## config.mk

```make
export PLATFORM = sky130hd
export DESIGN_NAME = tmr6_top
export DESIGN_NICKNAME = d
export VERILOG_FILES = /design/src/common/tmr6_pkg.sv /design/src/hdl/tmr6_edge_sync.sv /design/src/hdl/tmr6_prescaler.sv /design/src/hdl/tmr6_top.sv
export VERILOG_INCLUDE_DIRS = /design/src /design/src/common
export SDC_FILE = /design/constraint.sdc
export NUM_CORES = 1
export LEC_CHECK = 0
export ABC_AREA = 0
export BUFFER_PORTS_ARGS = -buffer_cell sky130_fd_sc_hd__buf_2
export CAP_MARGIN = 15
export CORE_ASPECT_RATIO = 1.75
export CORE_MARGIN = 2
export CORE_UTILIZATION = 59
export CTS_BUF_LIST = sky130_fd_sc_hd__clkbuf_4
export DETAILED_ROUTE_END_ITERATION = 6
export GPL_ROUTABILITY_DRIVEN = 0
export PLACE_DENSITY_LB_ADDON = 0.1
export SYNTH_ARGS = -nofsm -noshare
export SYNTH_HDL_FRONTEND = slang
export SYNTH_HIERARCHICAL = 1
export SYNTH_SLANG_ARGS = --single-unit
```

## constraint.sdc

```tcl
create_clock -name clk_sys -period 3 [get_ports clk_sys]
set_input_delay 0.3 -clock clk_sys [delete_from_list [all_inputs] [get_ports clk_sys]]
set_output_delay 0.3 -clock clk_sys [all_outputs]
set_load 0.02 [all_outputs]
```

## src/common/tmr6_defs.svh

```systemverilog
`ifndef TMR6_DEFS_SVH
`define TMR6_DEFS_SVH

// ****************************************
// register map
// ****************************************
`define TMR6_ADDR_W        8
`define TMR6_DATA_W        8
`define TMR6_ADDR_CTRL     8'h16
`define TMR6_ADDR_CMP      8'h17
`define TMR6_CMP_RESET     8'hFF
`define TMR6_READ_IDLE     8'h00

// ****************************************
// control register fields
// ****************************************
`define TMR6_CTRL_START    5
`define TMR6_CTRL_SRC_HI   4
`define TMR6_CTRL_SRC_LO   2
`define TMR6_CTRL_MODE_HI  1
`define TMR6_CTRL_MODE_LO  0
`define TMR6_CTRL_PAD      2'h0

// ****************************************
// source clock codes and prescale shifts
// ****************************************
`define TMR6_SRC_EXT       3'h7
`define TMR6_SRC_SLOW_OK   3'h0
`define TMR6_SHIFT_SRC0    4'hB
`define TMR6_SHIFT_SRC1    4'h7
`define TMR6_SHIFT_SRC2    4'h5
`define TMR6_SHIFT_SRC3    4'h3
`define TMR6_SHIFT_SRC4    4'h2
`define TMR6_SHIFT_SRC5    4'h1
`define TMR6_SHIFT_SRC6    4'h0
`define TMR6_PRE_W         11

// ****************************************
// counter constants
// ****************************************
`define TMR6_CNT_ZERO      8'h00
`define TMR6_CNT_ONE       8'h01
`define TMR6_CNT_TOP       8'hFF

`endif

```

## src/common/tmr6_pkg.sv

```systemverilog
package tmr6_pkg;

    typedef enum logic [1:0] {
        TMR6_MODE_TIMER    = 2'h0,
        TMR6_MODE_RESERVED = 2'h1,
        TMR6_MODE_DIVIDER  = 2'h2,
        TMR6_MODE_PWM      = 2'h3
    } tmr6_mode_t;

    typedef struct packed {
        logic       start_bit;
        logic [2:0] source_clock_select;
        tmr6_mode_t mode_field;
    } tmr6_ctrl_t;

    typedef struct packed {
        logic       wr;
        logic       rd;
        logic [7:0] addr;
        logic [7:0] wdata;
    } tmr6_bus_req_t;

endpackage

```

## src/hdl/tmr6_edge_sync.sv

```systemverilog
`timescale 1ns/100ps
module tmr6_edge_sync
    import tmr6_pkg::*;
(
    input  wire logic clk_sys,
    input  wire logic nrst,
    input  wire logic pin_in,
    output logic      rise,
    output logic      fall
);

    logic sync_a;
    logic sync_b;
    logic sync_c;

    // two flops before any logic looks at the pin
    always_ff @(posedge clk_sys or negedge nrst) begin
        if (!nrst) begin
            sync_a <= 1'b0;
            sync_b <= 1'b0;
            sync_c <= 1'b0;
        end else begin
            sync_a <= pin_in;
            sync_b <= sync_a;
            sync_c <= sync_b;
        end
    end

    assign rise = sync_b & ~sync_c;
    assign fall = ~sync_b & sync_c;

endmodule

```

## src/hdl/tmr6_prescaler.sv

```systemverilog
`timescale 1ns/100ps
`include "tmr6_defs.svh"
module tmr6_prescaler
    import tmr6_pkg::*;
#(
    parameter int PRE_W = `TMR6_PRE_W
)
(
    input  wire logic       clk_sys,
    input  wire logic       nrst,
    input  wire logic       run,
    input  wire logic       low_speed_mode,
    input  wire logic [2:0] source_clock_select,
    output logic            tick
);

    logic [PRE_W-1:0] pre_cnt;
    logic [PRE_W-1:0] tick_mask;
    logic             src_ok;

    function automatic logic [3:0] src_shift(input logic [2:0] sel);
        unique case (sel)
            3'h0:    src_shift = `TMR6_SHIFT_SRC0;
            3'h1:    src_shift = `TMR6_SHIFT_SRC1;
            3'h2:    src_shift = `TMR6_SHIFT_SRC2;
            3'h3:    src_shift = `TMR6_SHIFT_SRC3;
            3'h4:    src_shift = `TMR6_SHIFT_SRC4;
            3'h5:    src_shift = `TMR6_SHIFT_SRC5;
            3'h6:    src_shift = `TMR6_SHIFT_SRC6;
            default: src_shift = `TMR6_SHIFT_SRC6;
        endcase
    endfunction

    // only the slowest tap survives in the low-speed modes
    assign src_ok    = (source_clock_select != `TMR6_SRC_EXT) &&
                       (!low_speed_mode || source_clock_select == `TMR6_SRC_SLOW_OK);
    assign tick_mask = PRE_W'((PRE_W+1)'(1) << src_shift(source_clock_select)) - PRE_W'(1);
    assign tick      = run && src_ok && ((pre_cnt & tick_mask) == tick_mask);

    // restarting from zero keeps the first interval a full one
    always_ff @(posedge clk_sys or negedge nrst) begin
        if (!nrst) begin
            pre_cnt <= '0;
        end else if (!run) begin
            pre_cnt <= '0;
        end else begin
            pre_cnt <= pre_cnt + PRE_W'(1);
        end
    end

endmodule

```

## src/hdl/tmr6_top.sv

```systemverilog
// Operation
// - timer mode counts internal source ticks
// - timer match interrupts, clears, keeps counting
// - event mode counts rising pin edges
// - event match acts on next falling edge
// - no event counting in low-speed modes
// - divider match toggles pin, interrupts, clears
// - divider pin high while stopped
// - pwm match drives pin low, no clear
// - pwm overflow drives pin high, interrupts
// - pwm pin high while stopped
// - pwm compare writes wait for period end
// - start loads compare into pwm stage
// - pwm only in full-speed or idle
// - mode field decode 00 10 11
// - start clear stops and clears counter
// - full stop entry clears start bit
`timescale 1ns/100ps
`include "tmr6_defs.svh"
module tmr6_top
    import tmr6_pkg::*;
#(
    parameter int CNT_W = `TMR6_DATA_W
)
(
    input  wire logic             clk_sys,
    input  wire logic             nrst,
    input  wire tmr6_bus_req_t    bus_req,
    output logic [7:0]            rdata,
    input  wire logic             low_speed_mode,
    input  wire logic             stop_mode_entry,
    input  wire logic             event_input_pin,
    output logic                  divider_output_pin,
    output logic                  pwm_output_pin_n,
    output logic                  timer_interrupt
);

    // ****************************************
    // declarations
    // ****************************************
    tmr6_ctrl_t       ctrl;
    tmr6_ctrl_t       next_ctrl;
    logic [CNT_W-1:0] compare_value_reg;
    logic [CNT_W-1:0] pwm_active_cmp;
    logic [CNT_W-1:0] counter;
    logic [CNT_W-1:0] next_counter;
    logic [CNT_W-1:0] count_plus;
    logic [7:0]       next_rdata;
    logic [7:0]       ctrl_rd_view;
    logic             start_prev;
    logic             start_rise;
    logic             wr_ctrl;
    logic             wr_cmp;
    logic             rd_ctrl;
    logic             rd_cmp;
    logic             tick;
    logic             ev_rise;
    logic             ev_fall;
    logic             is_timer;
    logic             is_event;
    logic             is_divider;
    logic             is_pwm;
    logic             count_step;
    logic             tick_match;
    logic             event_match;
    logic             pwm_match;
    logic             pwm_overflow;
    logic             clear_hit;
    logic             next_divider;
    logic             next_pwm_n;

    function automatic logic [CNT_W-1:0] inc_cnt(input logic [CNT_W-1:0] v);
        inc_cnt = v + CNT_W'(`TMR6_CNT_ONE);
    endfunction

    // ****************************************
    // register bus decode
    // ****************************************
    assign wr_ctrl = bus_req.wr && (bus_req.addr == `TMR6_ADDR_CTRL);
    assign wr_cmp  = bus_req.wr && (bus_req.addr == `TMR6_ADDR_CMP);
    assign rd_ctrl = bus_req.rd && (bus_req.addr == `TMR6_ADDR_CTRL);
    assign rd_cmp  = bus_req.rd && (bus_req.addr == `TMR6_ADDR_CMP);

    // upper two control bits read as zero
    assign ctrl_rd_view = {`TMR6_CTRL_PAD, ctrl.start_bit, ctrl.source_clock_select, ctrl.mode_field};

    // unmapped reads answer zero, data valid only the cycle after the strobe
    assign next_rdata = rd_ctrl ? ctrl_rd_view :
                        rd_cmp  ? compare_value_reg :
                                  `TMR6_READ_IDLE;

    // ****************************************
    // control register
    // ****************************************
    // stop entry clears start
    // stop entry wins over a write in the same cycle
    always_comb begin
        next_ctrl = ctrl;
        if (wr_ctrl) begin
            next_ctrl.start_bit           = bus_req.wdata[`TMR6_CTRL_START];
            next_ctrl.source_clock_select = bus_req.wdata[`TMR6_CTRL_SRC_HI:`TMR6_CTRL_SRC_LO];
            next_ctrl.mode_field          = tmr6_mode_t'(bus_req.wdata[`TMR6_CTRL_MODE_HI:`TMR6_CTRL_MODE_LO]);
        end
        if (stop_mode_entry) begin
            next_ctrl.start_bit = 1'b0;
        end
    end

    always_ff @(posedge clk_sys or negedge nrst) begin
        if (!nrst) begin
            ctrl <= '{start_bit: 1'b0, source_clock_select: 3'h0, mode_field: TMR6_MODE_TIMER};
        end else begin
            ctrl <= next_ctrl;
        end
    end

    always_ff @(posedge clk_sys or negedge nrst) begin
        if (!nrst) begin
            compare_value_reg <= CNT_W'(`TMR6_CMP_RESET);
        end else if (wr_cmp) begin
            compare_value_reg <= bus_req.wdata[CNT_W-1:0];
        end
    end

    always_ff @(posedge clk_sys or negedge nrst) begin
        if (!nrst) begin
            rdata <= `TMR6_READ_IDLE;
        end else begin
            rdata <= next_rdata;
        end
    end

    // ****************************************
    // mode decode
    // ****************************************
    // mode field decode
    // reserved code 01 leaves the counter idle
    assign is_timer   = (ctrl.mode_field == TMR6_MODE_TIMER) &&
                        (ctrl.source_clock_select != `TMR6_SRC_EXT);
    assign is_event   = (ctrl.mode_field == TMR6_MODE_TIMER) &&
                        (ctrl.source_clock_select == `TMR6_SRC_EXT) && !low_speed_mode;
    assign is_divider = (ctrl.mode_field == TMR6_MODE_DIVIDER);
    assign is_pwm     = (ctrl.mode_field == TMR6_MODE_PWM) && !low_speed_mode;

    // ****************************************
    // count sources
    // ****************************************
    // internal prescaled tick
    tmr6_prescaler #(
        .PRE_W               (`TMR6_PRE_W)
    ) u_prescaler (
        .clk_sys             (clk_sys),
        .nrst                (nrst),
        .run                 (ctrl.start_bit),
        .low_speed_mode      (low_speed_mode),
        .source_clock_select (ctrl.source_clock_select),
        .tick                (tick)
    );

    tmr6_edge_sync u_event_sync (
        .clk_sys (clk_sys),
        .nrst    (nrst),
        .pin_in  (event_input_pin),
        .rise    (ev_rise),
        .fall    (ev_fall)
    );

    // rising edge counts in event mode
    assign count_step = ctrl.start_bit &&
                        ((tick && (is_timer || is_divider || is_pwm)) || (ev_rise && is_event));

    assign count_plus = inc_cnt(counter);

    // ****************************************
    // match detection
    // ****************************************
    // match on reaching compare gives compare ticks
    assign tick_match   = ctrl.start_bit && tick && (is_timer || is_divider) &&
                          (count_plus == compare_value_reg);
    assign event_match  = ctrl.start_bit && is_event && ev_fall && (counter == compare_value_reg);
    assign pwm_overflow = ctrl.start_bit && tick && is_pwm && (counter == CNT_W'(`TMR6_CNT_TOP));
    assign pwm_match    = ctrl.start_bit && tick && is_pwm && !pwm_overflow &&
                          (count_plus == pwm_active_cmp);

    assign clear_hit = tick_match || event_match || pwm_overflow;

    // ****************************************
    // up-counter
    // ****************************************
    // stopped counter held cleared
    always_comb begin
        next_counter = counter;
        if (!ctrl.start_bit) begin
            next_counter = CNT_W'(`TMR6_CNT_ZERO);
        end else if (clear_hit) begin
            next_counter = CNT_W'(`TMR6_CNT_ZERO);
        end else if (count_step) begin
            next_counter = count_plus;
        end
    end

    always_ff @(posedge clk_sys or negedge nrst) begin
        if (!nrst) begin
            counter <= CNT_W'(`TMR6_CNT_ZERO);
        end else begin
            counter <= next_counter;
        end
    end

    // ****************************************
    // interrupt pulse
    // ****************************************
    // overflow interrupt same cycle as pin high
    always_ff @(posedge clk_sys or negedge nrst) begin
        if (!nrst) begin
            timer_interrupt <= 1'b0;
        end else begin
            timer_interrupt <= clear_hit;
        end
    end

    // ****************************************
    // pwm compare stages
    // ****************************************
    assign start_rise = ctrl.start_bit && !start_prev;

    always_ff @(posedge clk_sys or negedge nrst) begin
        if (!nrst) begin
            start_prev <= 1'b0;
        end else begin
            start_prev <= ctrl.start_bit;
        end
    end

    // a write at overflow is missed: the old compare value is loaded
    always_ff @(posedge clk_sys or negedge nrst) begin
        if (!nrst) begin
            pwm_active_cmp <= CNT_W'(`TMR6_CMP_RESET);
        end else if (start_rise || pwm_overflow) begin
            pwm_active_cmp <= compare_value_reg;
        end
    end

    // ****************************************
    // output pins
    // ****************************************
    // toggle on match
    always_comb begin
        next_divider = divider_output_pin;
        if (!ctrl.start_bit || !is_divider) begin
            next_divider = 1'b1;
        end else if (tick_match) begin
            next_divider = !divider_output_pin;
        end
    end

    always_comb begin
        next_pwm_n = pwm_output_pin_n;
        if (!ctrl.start_bit || !is_pwm) begin
            next_pwm_n = 1'b1;
        end else if (pwm_overflow) begin
            next_pwm_n = 1'b1;
        end else if (pwm_match) begin
            next_pwm_n = 1'b0;
        end
    end

    // pins idle high out of reset, as they do while stopped
    always_ff @(posedge clk_sys or negedge nrst) begin
        if (!nrst) begin
            divider_output_pin <= 1'b1;
            pwm_output_pin_n   <= 1'b1;
        end else begin
            divider_output_pin <= next_divider;
            pwm_output_pin_n   <= next_pwm_n;
        end
    end

endmodule

```

* After elaboration in Yosys (flattened, before gate mapping)
Index checks and enable logic that the tools add are counted.
** Operators by class
- Shift-type cells :: 1
- Mux-type cells :: 14
- Divide/modulo/power cells :: 0
- Reduce and logical (&&, ||, !) cells :: 46
- Bitwise logic cells :: 5
- Magnitude comparators :: 0
- Add/subtract/negate cells :: 3
- Multipliers :: 0
- Equality and inequality tests :: 17
** Operators with widths (number)
- 8-bit 2-to-1 mux :: 5
- 1-bit logical AND :: 25
- 8-bit equality test :: 3
- 4-bit case mux with 6 select lines :: 1
- 8-bit by 5-bit equality test with 1-bit output, second input constant :: 2
- 11-bit by 1-bit adder with 11-bit output, second input constant :: 1
- 11-bit bitwise AND :: 1
- 11-bit equality test :: 1
- 11-bit 2-to-1 mux :: 1
- 1-bit by 4-bit << shifter with 11-bit output, first input constant :: 1
- 11-bit by 2-bit subtractor with 11-bit output, second input constant :: 1
- 3-bit equality test, second input constant :: 3
- 1-bit logical OR :: 9
- 8-bit by 1-bit adder with 8-bit output, second input constant :: 1
- 8-bit equality test, second input constant :: 1
- 1-bit logical NOT :: 7
- 3-bit by 2-bit equality test with 1-bit output, second input constant :: 2
- 1-bit 2-to-1 mux :: 6
- 6-bit 2-to-1 mux :: 1
- 2-bit equality test, second input constant :: 2
- 2-bit nonzero test :: 2
- 3-bit by 1-bit equality test with 1-bit output, second input constant :: 1
- 3-bit logical NOT :: 1
- 3-bit by 1-bit != test with 1-bit output, second input constant :: 1
- 5 further kinds :: 7
** Storage, ports and cells
- Bits in writable memories :: 0
- Output and inout bits :: 11
- Input bits :: 23
- Flip-flop bits (word level) :: 56
- ROM bits :: 0
- Latch bits :: 0
- Memories :: 0

* Logic depth before layout (Yosys ltp)
Gate-level depths: netlist of the first run.
- Depth after elaboration :: 16
- Gate-level depth with buffers :: 12

* By module
The synthesis of the first run kept the hierarchy.
** By module, submodules not included
- tmr6_top :: cells an instance 217, instances 1, area each 2338.5 µm², seq. area each 1073.5 µm²
- tmr6_prescaler :: cells an instance 68, instances 1, area each 635.6 µm², seq. area each 275.3 µm²
- tmr6_edge_sync :: cells an instance 5, instances 1, area each 90.1 µm², seq. area each 75.1 µm²

* Worst setup path before layout of the first run
No wires, ideal clock.
- Kind :: register to register
- From :: reg ctrl[3] (netlist bit)
- To :: reg divider_output_pin
- Cell stages (with the launch flop) :: 13
- Buffers on the path :: 0
- Setup slack :: 0.299 ns
- Setup time :: 0.066 ns
- Arrival time :: 2.635 ns
- Path through :: dfrtp_1 inv_1 nand3_1 ha_1 nor2b_1 a21oi_1 a311oi_1 nor4_1 nand3_1 and4b_1 nand3_2 or4_1 nand4_1
** On the way
- Cells in the longest elaborated chain, start to end :: 11
** RTL lines
- start, declared :: line tmr6_top.sv:41 : tmr6_ctrl_t ctrl;
- start signal, assigned :: line tmr6_top.sv:111 : ctrl <= '{start_bit: 1'b0, source_clock_select: 3'h0, mode_field: TMR6_MODE_TIMER};
- start signal, assigned :: line tmr6_top.sv:113 : ctrl <= next_ctrl;
- 3-bit equality test, or another cell as far along :: line tmr6_prescaler.sv:22 : unique case (sel)
- 4-bit case mux with 6 select lines :: line tmr6_prescaler.sv:22
- 1-bit by 4-bit << shifter with 11-bit output :: line tmr6_prescaler.sv:37 : assign tick_mask = PRE_W'((PRE_W+1)'(1) << src_shift(source_clock_select)) - PRE_W'(1);
- 11-bit by 2-bit subtractor with 11-bit output :: line tmr6_prescaler.sv:37
- 11-bit bitwise AND :: line tmr6_prescaler.sv:38 : assign tick = run && src_ok && ((pre_cnt & tick_mask) == tick_mask);
- 11-bit equality test :: line tmr6_prescaler.sv:38
- 1-bit logical AND (*) :: line tmr6_prescaler.sv:38
- via tick :: line tmr6_top.sv:56 : logic tick;
- 1-bit logical AND (*) (3 in a row) :: line tmr6_top.sv:178 : assign tick_match = ctrl.start_bit && tick && (is_timer || is_divider) &&
- 2-bit nonzero test (no source line) (*)
- end signal, assigned :: line tmr6_top.sv:274 : divider_output_pin <= next_divider;
- end, declared :: line tmr6_top.sv:33 : output logic divider_output_pin,
The timed path passes the listed nets; every way through them passes the cells marked *.
A chain may end at the register's enable or synchronous reset.

* Worst setup path after layout of the first run
- From :: reg ctrl[3] (netlist bit)
- To :: reg counter[3]
** On the way
- Cells in the longest elaborated chain, start to end :: 14
** RTL lines
- 3-bit equality test, or another cell as far along :: line tmr6_prescaler.sv:22
- 4-bit case mux with 6 select lines :: line tmr6_prescaler.sv:22
- 1-bit by 4-bit << shifter with 11-bit output :: line tmr6_prescaler.sv:37
- 11-bit by 2-bit subtractor with 11-bit output :: line tmr6_prescaler.sv:37
- 11-bit bitwise AND :: line tmr6_prescaler.sv:38
- 11-bit equality test :: line tmr6_prescaler.sv:38
- 1-bit logical AND (*) :: line tmr6_prescaler.sv:38
- via tick :: line tmr6_top.sv:56
- 1-bit logical AND :: line tmr6_top.sv:178, tmr6_top.sv:181
- 1-bit logical AND (2 in a row) :: line tmr6_top.sv:178
- 1-bit logical OR (2 in a row) :: line tmr6_top.sv:185 : assign clear_hit = tick_match || event_match || pwm_overflow;
- 8-bit 2-to-1 mux :: line tmr6_top.sv:195 : end else if (clear_hit) begin
- 8-bit 2-to-1 mux :: line tmr6_top.sv:193 : if (!ctrl.start_bit) begin
- end signal, assigned :: line tmr6_top.sv:204 : counter <= CNT_W'(`TMR6_CNT_ZERO);
- end signal, assigned :: line tmr6_top.sv:206 : counter <= next_counter;
- end, declared :: line tmr6_top.sv:45 : logic [CNT_W-1:0] counter;
Marks and branches as above.

==> results.json, run 1 <==
{
  "cp_data_required_time_ps": 3260,
  "multi_input_area_um2": 1540,
  "drive_gt1_frac": 0.305,
  "syn-mean-instance-area_um2": 10.6,
  "clockBufferDepth": 2,
  "place_area_um2": 3270,
  "fin_skew_ps": 17.2,
  "finalWorstSetupSlack_ps": 256,
  "finalSetupViolCount": 0,
  "drt_iter0_drc": 77,
  "clk_pin_slew_ps": 170,
  "fin_area_um2": 3360,
  "grt_overflow": 0,
  "finalHoldViolCount": 0,
  "routed_wl_um": 6630,
  "grt_start_max_net_pins": 57,
  "outcome": "finished clean",
  "pwr-share-clk": 0.279,
  "r2r_setup_slack_ps": 260,
  "cts_root_buffer": "clkbuf_4",
  "postSynthCellCount": 290,
  "preCtsSetupSlack_ps": 162,
  "vias_per_cell": 6.08,
  "track_usage": 0.254,
  "synth_edf_count": 0,
  "h-tree-depth": 2,
  "mostFrequentLayoutCells": "dfrtp_1 (37), buf_2 (33), nor2_1 (28)",
  "largest_reg_flops": 11,
  "relSlewSlack": 0.548,
  "regArea_um2": 1430,
  "grt_pass1_wl_um": 11000,
  "r2r-end": "counter[3]",
  "power_frac_seq": 0.652,
  "fp.coreArea_um2": 4980,
  "rsz0062_at_grt": "false",
  "die-area_um2": 5810,
  "synth-seq-cells": 56,
  "largest_register": "u_prescaler/pre_cnt",
  "fp-row-count": 34,
  "area_growth_pct": 9.68,
  "cp-start-kind": "flip-flop",
  "combPwrFrac": 0.069,
  "layout.nets": 353,
  "total_power_mw": 1.21,
  "synth_seq_area_share": 0.465,
  "crit_path_max_fanout": 8,
  "crit_type": "flip-flop to flip-flop",
  "vias": 2322,
  "die_w_um": 58.5,
  "yosysWarnings": 6,
  "grt_pass1_vias": 2331,
  "irDropWorstVdd_uv": 436,
  "p_int_mw": 0.905,
  "cts.sinks": 56,
  "timing.hold.ws_ps": 11.5,
  "max_freq_mhz": 364,
  "dp_hpwl_um": 4990,
  "hold_path_class": "input pin to asynchronous set/reset pin",
  "chipHeight_um": 99.3,
  "port_buffers": 33,
  "synth.distinct_cells": 57,
  "drv_cap": 0,
  "power_density_nw_per_um2": 360,
  "diodes": 0,
  "p_switching_mw": 0.304,
  "ant_nets": 0,
  "synth_area_um2": 3060,
  "cp-end-kind": "flip-flop",
  "arrival_ps": 3010,
  "cts_made_buffers": 5,
  "setup_tns_ps": 0,
  "period_share": 0.915,
  "synthArstFlopShare": 1.00,
  "min_period_ps": 2740,
  "antenna_found_initial": 0,
  "rr_startpoint": "ctrl[3]",
  "drc_errors": 0,
  "wl_per_cell_um": 17.4,
  "layout_commonest_cell": "dfrtp_1",
  "reg2regPathDepth": 13,
  "p_sw_frac": 0.252,
  "tritoncts": "built",
  "fillers": 420,
  "initial_core_util": 0.616,
  "worst_pin_slew_ps": 678,
  "synth_ff_type": "dfrtp_1",
  "clk_latency_ps": 380,
  "drv_slew": 0,
  "synth_fp_nets": 316,
  "first_pass_iters": 5,
  "io_pins": 34,
  "leakagePower_nw": 1.53
}
per-stage QoR:
| stage | util | std cells |
|---|---|---|
| floorplan | - | 290 |
| global placement | 0.656 | 370 |
| detailed placement | 0.656 | 370 |
| CTS | 0.670 | 379 |
| global route | 0.675 | 382 |
| finish | 0.675 | 382 |
Yosys cell counts, types with 2 or more instances:
cell type / instances / area [um2]
a21o_1: 2 / 15.0
a21oi_1: 7 / 35.0
a21oi_2: 2 / 17.5
a31oi_1: 4 / 25.0
and2_1: 10 / 62.6
and3_1: 2 / 12.5
and4b_1: 3 / 30.0
buf_2: 6 / 30.0
clkbuf_1: 3 / 11.3
dfrtp_1: 38 / 951
dfstp_2: 18 / 473
ha_1: 3 / 37.5
inv_1: 12 / 45.0
mux2_2: 19 / 214
mux2i_1: 8 / 80.1
nand2_1: 11 / 41.3
nand2b_1: 2 / 12.5
nand3_1: 12 / 60.1
nand3_2: 2 / 20.0
nand4_1: 6 / 37.5
nor2_1: 28 / 105
nor2b_1: 8 / 50.1
nor3_1: 5 / 25.0
nor4_1: 2 / 12.5
o21ai_0: 13 / 65.1
o22ai_1: 2 / 12.5
or3_1: 3 / 18.8
xnor2_1: 15 / 131
xor2_1: 16 / 140
worst max-delay path, stage by stage (launching register included):
cell and delay, ps:
dfrtp_2 480, inv_2 120, nand3_1 100, ha_1 200, nor2b_1 140, a21oi_1 140
a311oi_1 70, nor4_1 200, buf_4 180, nand3_1 60, and4b_1 280, nand3_2 120
o311ai_4 430, nor2_1 100
power by group through the flow:
stage	logic [mW]	clock network, mW	registers, mW
final	0.0831	0.337	0.789
after global routing	0.0939	0.382	0.792
after CTS	0.0831	0.349	0.789
after detailed placement	0.0820	0	0.802
after global placement	0.0807	0	0.800
after floorplan	0.0427	0	0.796
what timing repair did:
action	in CTS	in global routing
hold endpoints to repair	1	0
setup endpoints to repair	0	10
gates resized for setup	0	2
setup buffers	0	3
hold buffers	1	0
cell type report:
cell class | instances | share of cell area
clock buffers | 5 | 0.0112
clock inverters | 3 | 0.00670
inverters | 12 | 0.0134
multi-input cells | 212 | 0.459
flip-flops and latches | 56 | 0.424
well taps | 54 | 0.0201
repair buffers | 40 | 0.0655
cells by family (layout without fill, tap and decap cells):
logic type / count (synthesis) / in the layout / share of synthesized area
xor gates and xnor gates: 32 / 32 / 0.0939
AOI/OAI and AO/OA: 43 / 43 / 0.101
adders and majority gates: 3 / 3 / 0.0123
buffers and inverters: 22 / 60 / 0.0318
DFF: 56 / 56 / 0.465
and+or+nand+nor: 105 / 105 / 0.192
muxes: 29 / 29 / 0.105
layer usage:
metal | track usage | wire length (um) | vias to the layer above
li1 | - | - | 1098
met1 | 0.278 | 2370 | 1138
met2 | 0.446 | 3630 | 60
met3 | 0.0377 | 222 | 26
met4 | 0.150 | 409 | 0
met5 | 0 | 0 | -
worst max path at each step:
stage,startpoint,endpoint,slack [ps],depth (start not counted)
after floorplan,ctrl[3],divider_output_pin,300,12
after global placement,ctrl[3],counter[3],320,13
after detailed placement,ctrl[3],counter[3],160,13
after CTS,ctrl[3],counter[3],130,13
after global routing,ctrl[3],counter[7],7,13
final,ctrl[3],counter[3],260,13
No activity file was read; power rests on OpenSTA's default activity.
==> run 2: changes to the inputs <==
--- a/config.mk
+++ b/config.mk
@@ -6,13 +6,13 @@
 export SDC_FILE = /design/constraint.sdc
 export NUM_CORES = 1
 export LEC_CHECK = 0
-export ABC_AREA = 0
+export ABC_AREA = 1
 export BUFFER_PORTS_ARGS = -buffer_cell sky130_fd_sc_hd__buf_2
 export CAP_MARGIN = 15
 export CORE_ASPECT_RATIO = 1.75
 export CORE_MARGIN = 2
 export CORE_UTILIZATION = 59
-export CTS_BUF_LIST = sky130_fd_sc_hd__clkbuf_4
+export CTS_BUF_LIST = sky130_fd_sc_hd__clkbuf_2 sky130_fd_sc_hd__clkbuf_4 sky130_fd_sc_hd__clkbuf_8
 export DETAILED_ROUTE_END_ITERATION = 6
 export GPL_ROUTABILITY_DRIVEN = 0
 export PLACE_DENSITY_LB_ADDON = 0.1
==> run 2 against run 1 <==
Register-to-register slack gained 340 ps. Sequential power grew 2%. Worst setup slack gained 340 ps. First-iteration DRC count grew 130%. Power grew 12%. Utilization shrank 1.2 points. Area after synthesis grew 4.0%. Flip-flop and latch count is the same. Worst hold slack gained 74 ps. Fmax grew 14%. Via count grew 17%. Wire length grew 8.6%. Critical path type unchanged.
==> results.json, run 2 <==
{
  "synth_top_area_frac": 0.298,
  "antenna_found_initial": 0,
  "wl_per_cell_um": 14.3,
  "crit_buf_inv": 1,
  "final_cells": 505,
  "power_density_nw_per_um2": 388,
  "r2r-end": "pwm_active_cmp[4]",
  "cts.sinks": 56,
  "fin_skew_ps": 4.67,
  "synth_edf_count": 0,
  "synth_area_leaders": "dfrtp_1 (30%), dfstp_2 (15%), nand2_1 (13%)",
  "routed_wl_um": 7200,
  "critPathTopFamily": "simple AND/OR/NAND/NOR gates",
  "max_freq_mhz": 416,
  "multi_input_area_um2": 1500,
  "crit_type": "flip-flop to flip-flop",
  "cts_hold_buf": 0,
  "largest_register": "u_prescaler/pre_cnt",
  "chipHeight_um": 101,
  "r2r_setup_slack_ps": 600,
  "drv_cap": 0,
  "yosys.cell_count.top_type": "nand2_1",
  "tritoncts": "built",
  "vias_per_cell": 5.37,
  "leakagePower_nw": 1.72,
  "rr_startpoint": "ctrl[3]",
  "cp-start-kind": "flip-flop",
  "postSynthCellCount": 413,
  "ant_nets": 0,
  "grt_start_max_net_pins": 48,
  "synth.largest_area_cell": "dfrtp_1",
  "grt_pass1_vias": 2740,
  "die-area_um2": 6030,
  "finalSetupViolCount": 0,
  "fp-row-count": 35,
  "hold_path_depth": 1,
  "layout.nets": 475,
  "drv_slew": 0,
  "drt_iter0_drc": 176,
  "dp_cells": 497,
  "die_w_um": 59.6,
  "cts_made_buffers": 5,
  "reg2regPathDepth": 13,
  "clockBufferDepth": 2,
  "crit_path_max_incr_delay_ps": 460,
  "grt_pass1_wl_um": 12400,
  "synth_fp_nets": 439,
  "diodes": 0,
  "synth_ff_type": "dfrtp_1",
  "hold_path_class": "input pin to flip-flop",
  "largest_reg_flops": 11,
  "timing.hold.ws_ps": 85.4,
  "clk_pin_slew_ps": 110,
  "holdPathEnd": "u_event_sync/sync_a",
  "area_growth_pct": 9.34,
  "min_period_ps": 2400,
  "synth_area_um2": 3190,
  "synth.distinct_cells": 34,
  "io_pins": 34,
  "arrival_ps": 2640,
  "mostFrequentLayoutCells": "nand2_1 (108), inv_1 (57), nor2_1 (42)",
  "synth-seq-cells": 56,
  "rsz0062_at_grt": "false",
  "synth_seq_area_share": 0.447,
  "relSlewSlack": 0.333,
  "drive_gt1_frac": 0.213,
  "layout_commonest_cell": "nand2_1",
  "first_pass_iters": 4,
  "dp_hpwl_um": 5680,
  "setup_tns_ps": 0,
  "cp-end-kind": "flip-flop",
  "grt_overflow": 0,
  "h-tree-depth": 2,
  "synthTopCellsByCount": "nand2_1 (108), inv_1 (57), nor2_1 (42)",
  "vias": 2710,
  "irDropWorstVdd_uv": 410,
  "synthArstFlopShare": 1.00,
  "clk_latency_ps": 310,
  "regArea_um2": 1420,
  "port_buffers": 33,
  "syn-mean-instance-area_um2": 7.72,
  "fillers": 473,
  "initial_core_util": 0.606,
  "track_usage": 0.270,
  "min_from": "event_input_pin",
  "cpMaxStageDelayCell": "dfrtp_1",
  "crit_path_max_fanout": 16,
  "finalHoldViolCount": 0,
  "outcome": "finished clean",
  "postCtsResizedCells": 0,
  "cp_data_required_time_ps": 3240,
  "cts_setup_buffers": 0,
  "drc_errors": 0,
  "yosysWarnings": 6,
  "fp.coreArea_um2": 5260,
  "path_cells": "inv_1, nand3_1, ha_1, nor2_1, nor3_1, nand2_1, nor2_1, nand2_1, nor2_1, nand4_1, o21ai_2, nand2_1, o21ai_0",
  "worst_pin_slew_ps": 1000,
  "period_share": 0.801,
  "cts_root_buffer": "clkbuf_8"
}
[run 2: cell families (layout without fill, tap and decap cells)]
kind of cell,after synthesis,after routing,synth area share
AND/OR/NAND/NOR,227,227,0.346
buffers and inverters,64,101,0.0817
flip-flops,56,56,0.447
AO/OA/AOI/OAI,55,55,0.0919
XOR/XNOR,8,8,0.0220
adder cells (fa/ha/maj),3,3,0.0118
[run 2: per-stage QoR]
step	utilization	total power, mW	setup slack, ps	instance area (um2)
2_1_floorplan	-	0.878	928	3190
6_report	0.663	1.35	597	3480
5_1_grt	0.663	1.41	179	3480
3_3_place_gp	0.646	0.929	809	3390
4_1_cts	0.663	1.36	627	3480
3_5_place_dp	0.646	0.934	648	3390
[run 2: per-layer routing]
layer  vias up  track usage  wire [um]
met5         -            0          0
met1      1277        0.291       2740
met3        17       0.0358        138
li1       1383            -          -
met4         0        0.118        248
met2        33        0.505       4070
[run 2: area by class of cell]
class                      instances  share of cell area
multi-input combinational        293               0.431
timing repair buffer              35              0.0517
clock buffer                       5              0.0197
clock inverter                     3             0.00646
sequential                        56               0.409
inverter                          58              0.0625
tap                               55              0.0197
[run 2: worst max path at each step]
stage | cells past startpoint | start | end | slack (ps)
floorplan | 15 | ctrl[3] | counter[4] | 930
global placement | 15 | ctrl[3] | counter[6] | 810
detailed placement | 13 | ctrl[3] | pwm_active_cmp[2] | 650
CTS | 13 | ctrl[3] | pwm_active_cmp[4] | 630
global route | 13 | ctrl[3] | pwm_active_cmp[6] | 180
finish | 13 | ctrl[3] | pwm_active_cmp[4] | 600
[run 2: power by group]
group	leakage, nW	total, mW	switching (mW)	internal (mW)
clock network	0.0485	0.432	0.264	0.168
logic	0.982	0.114	0.0726	0.0411
registers	0.689	0.806	0.0200	0.786
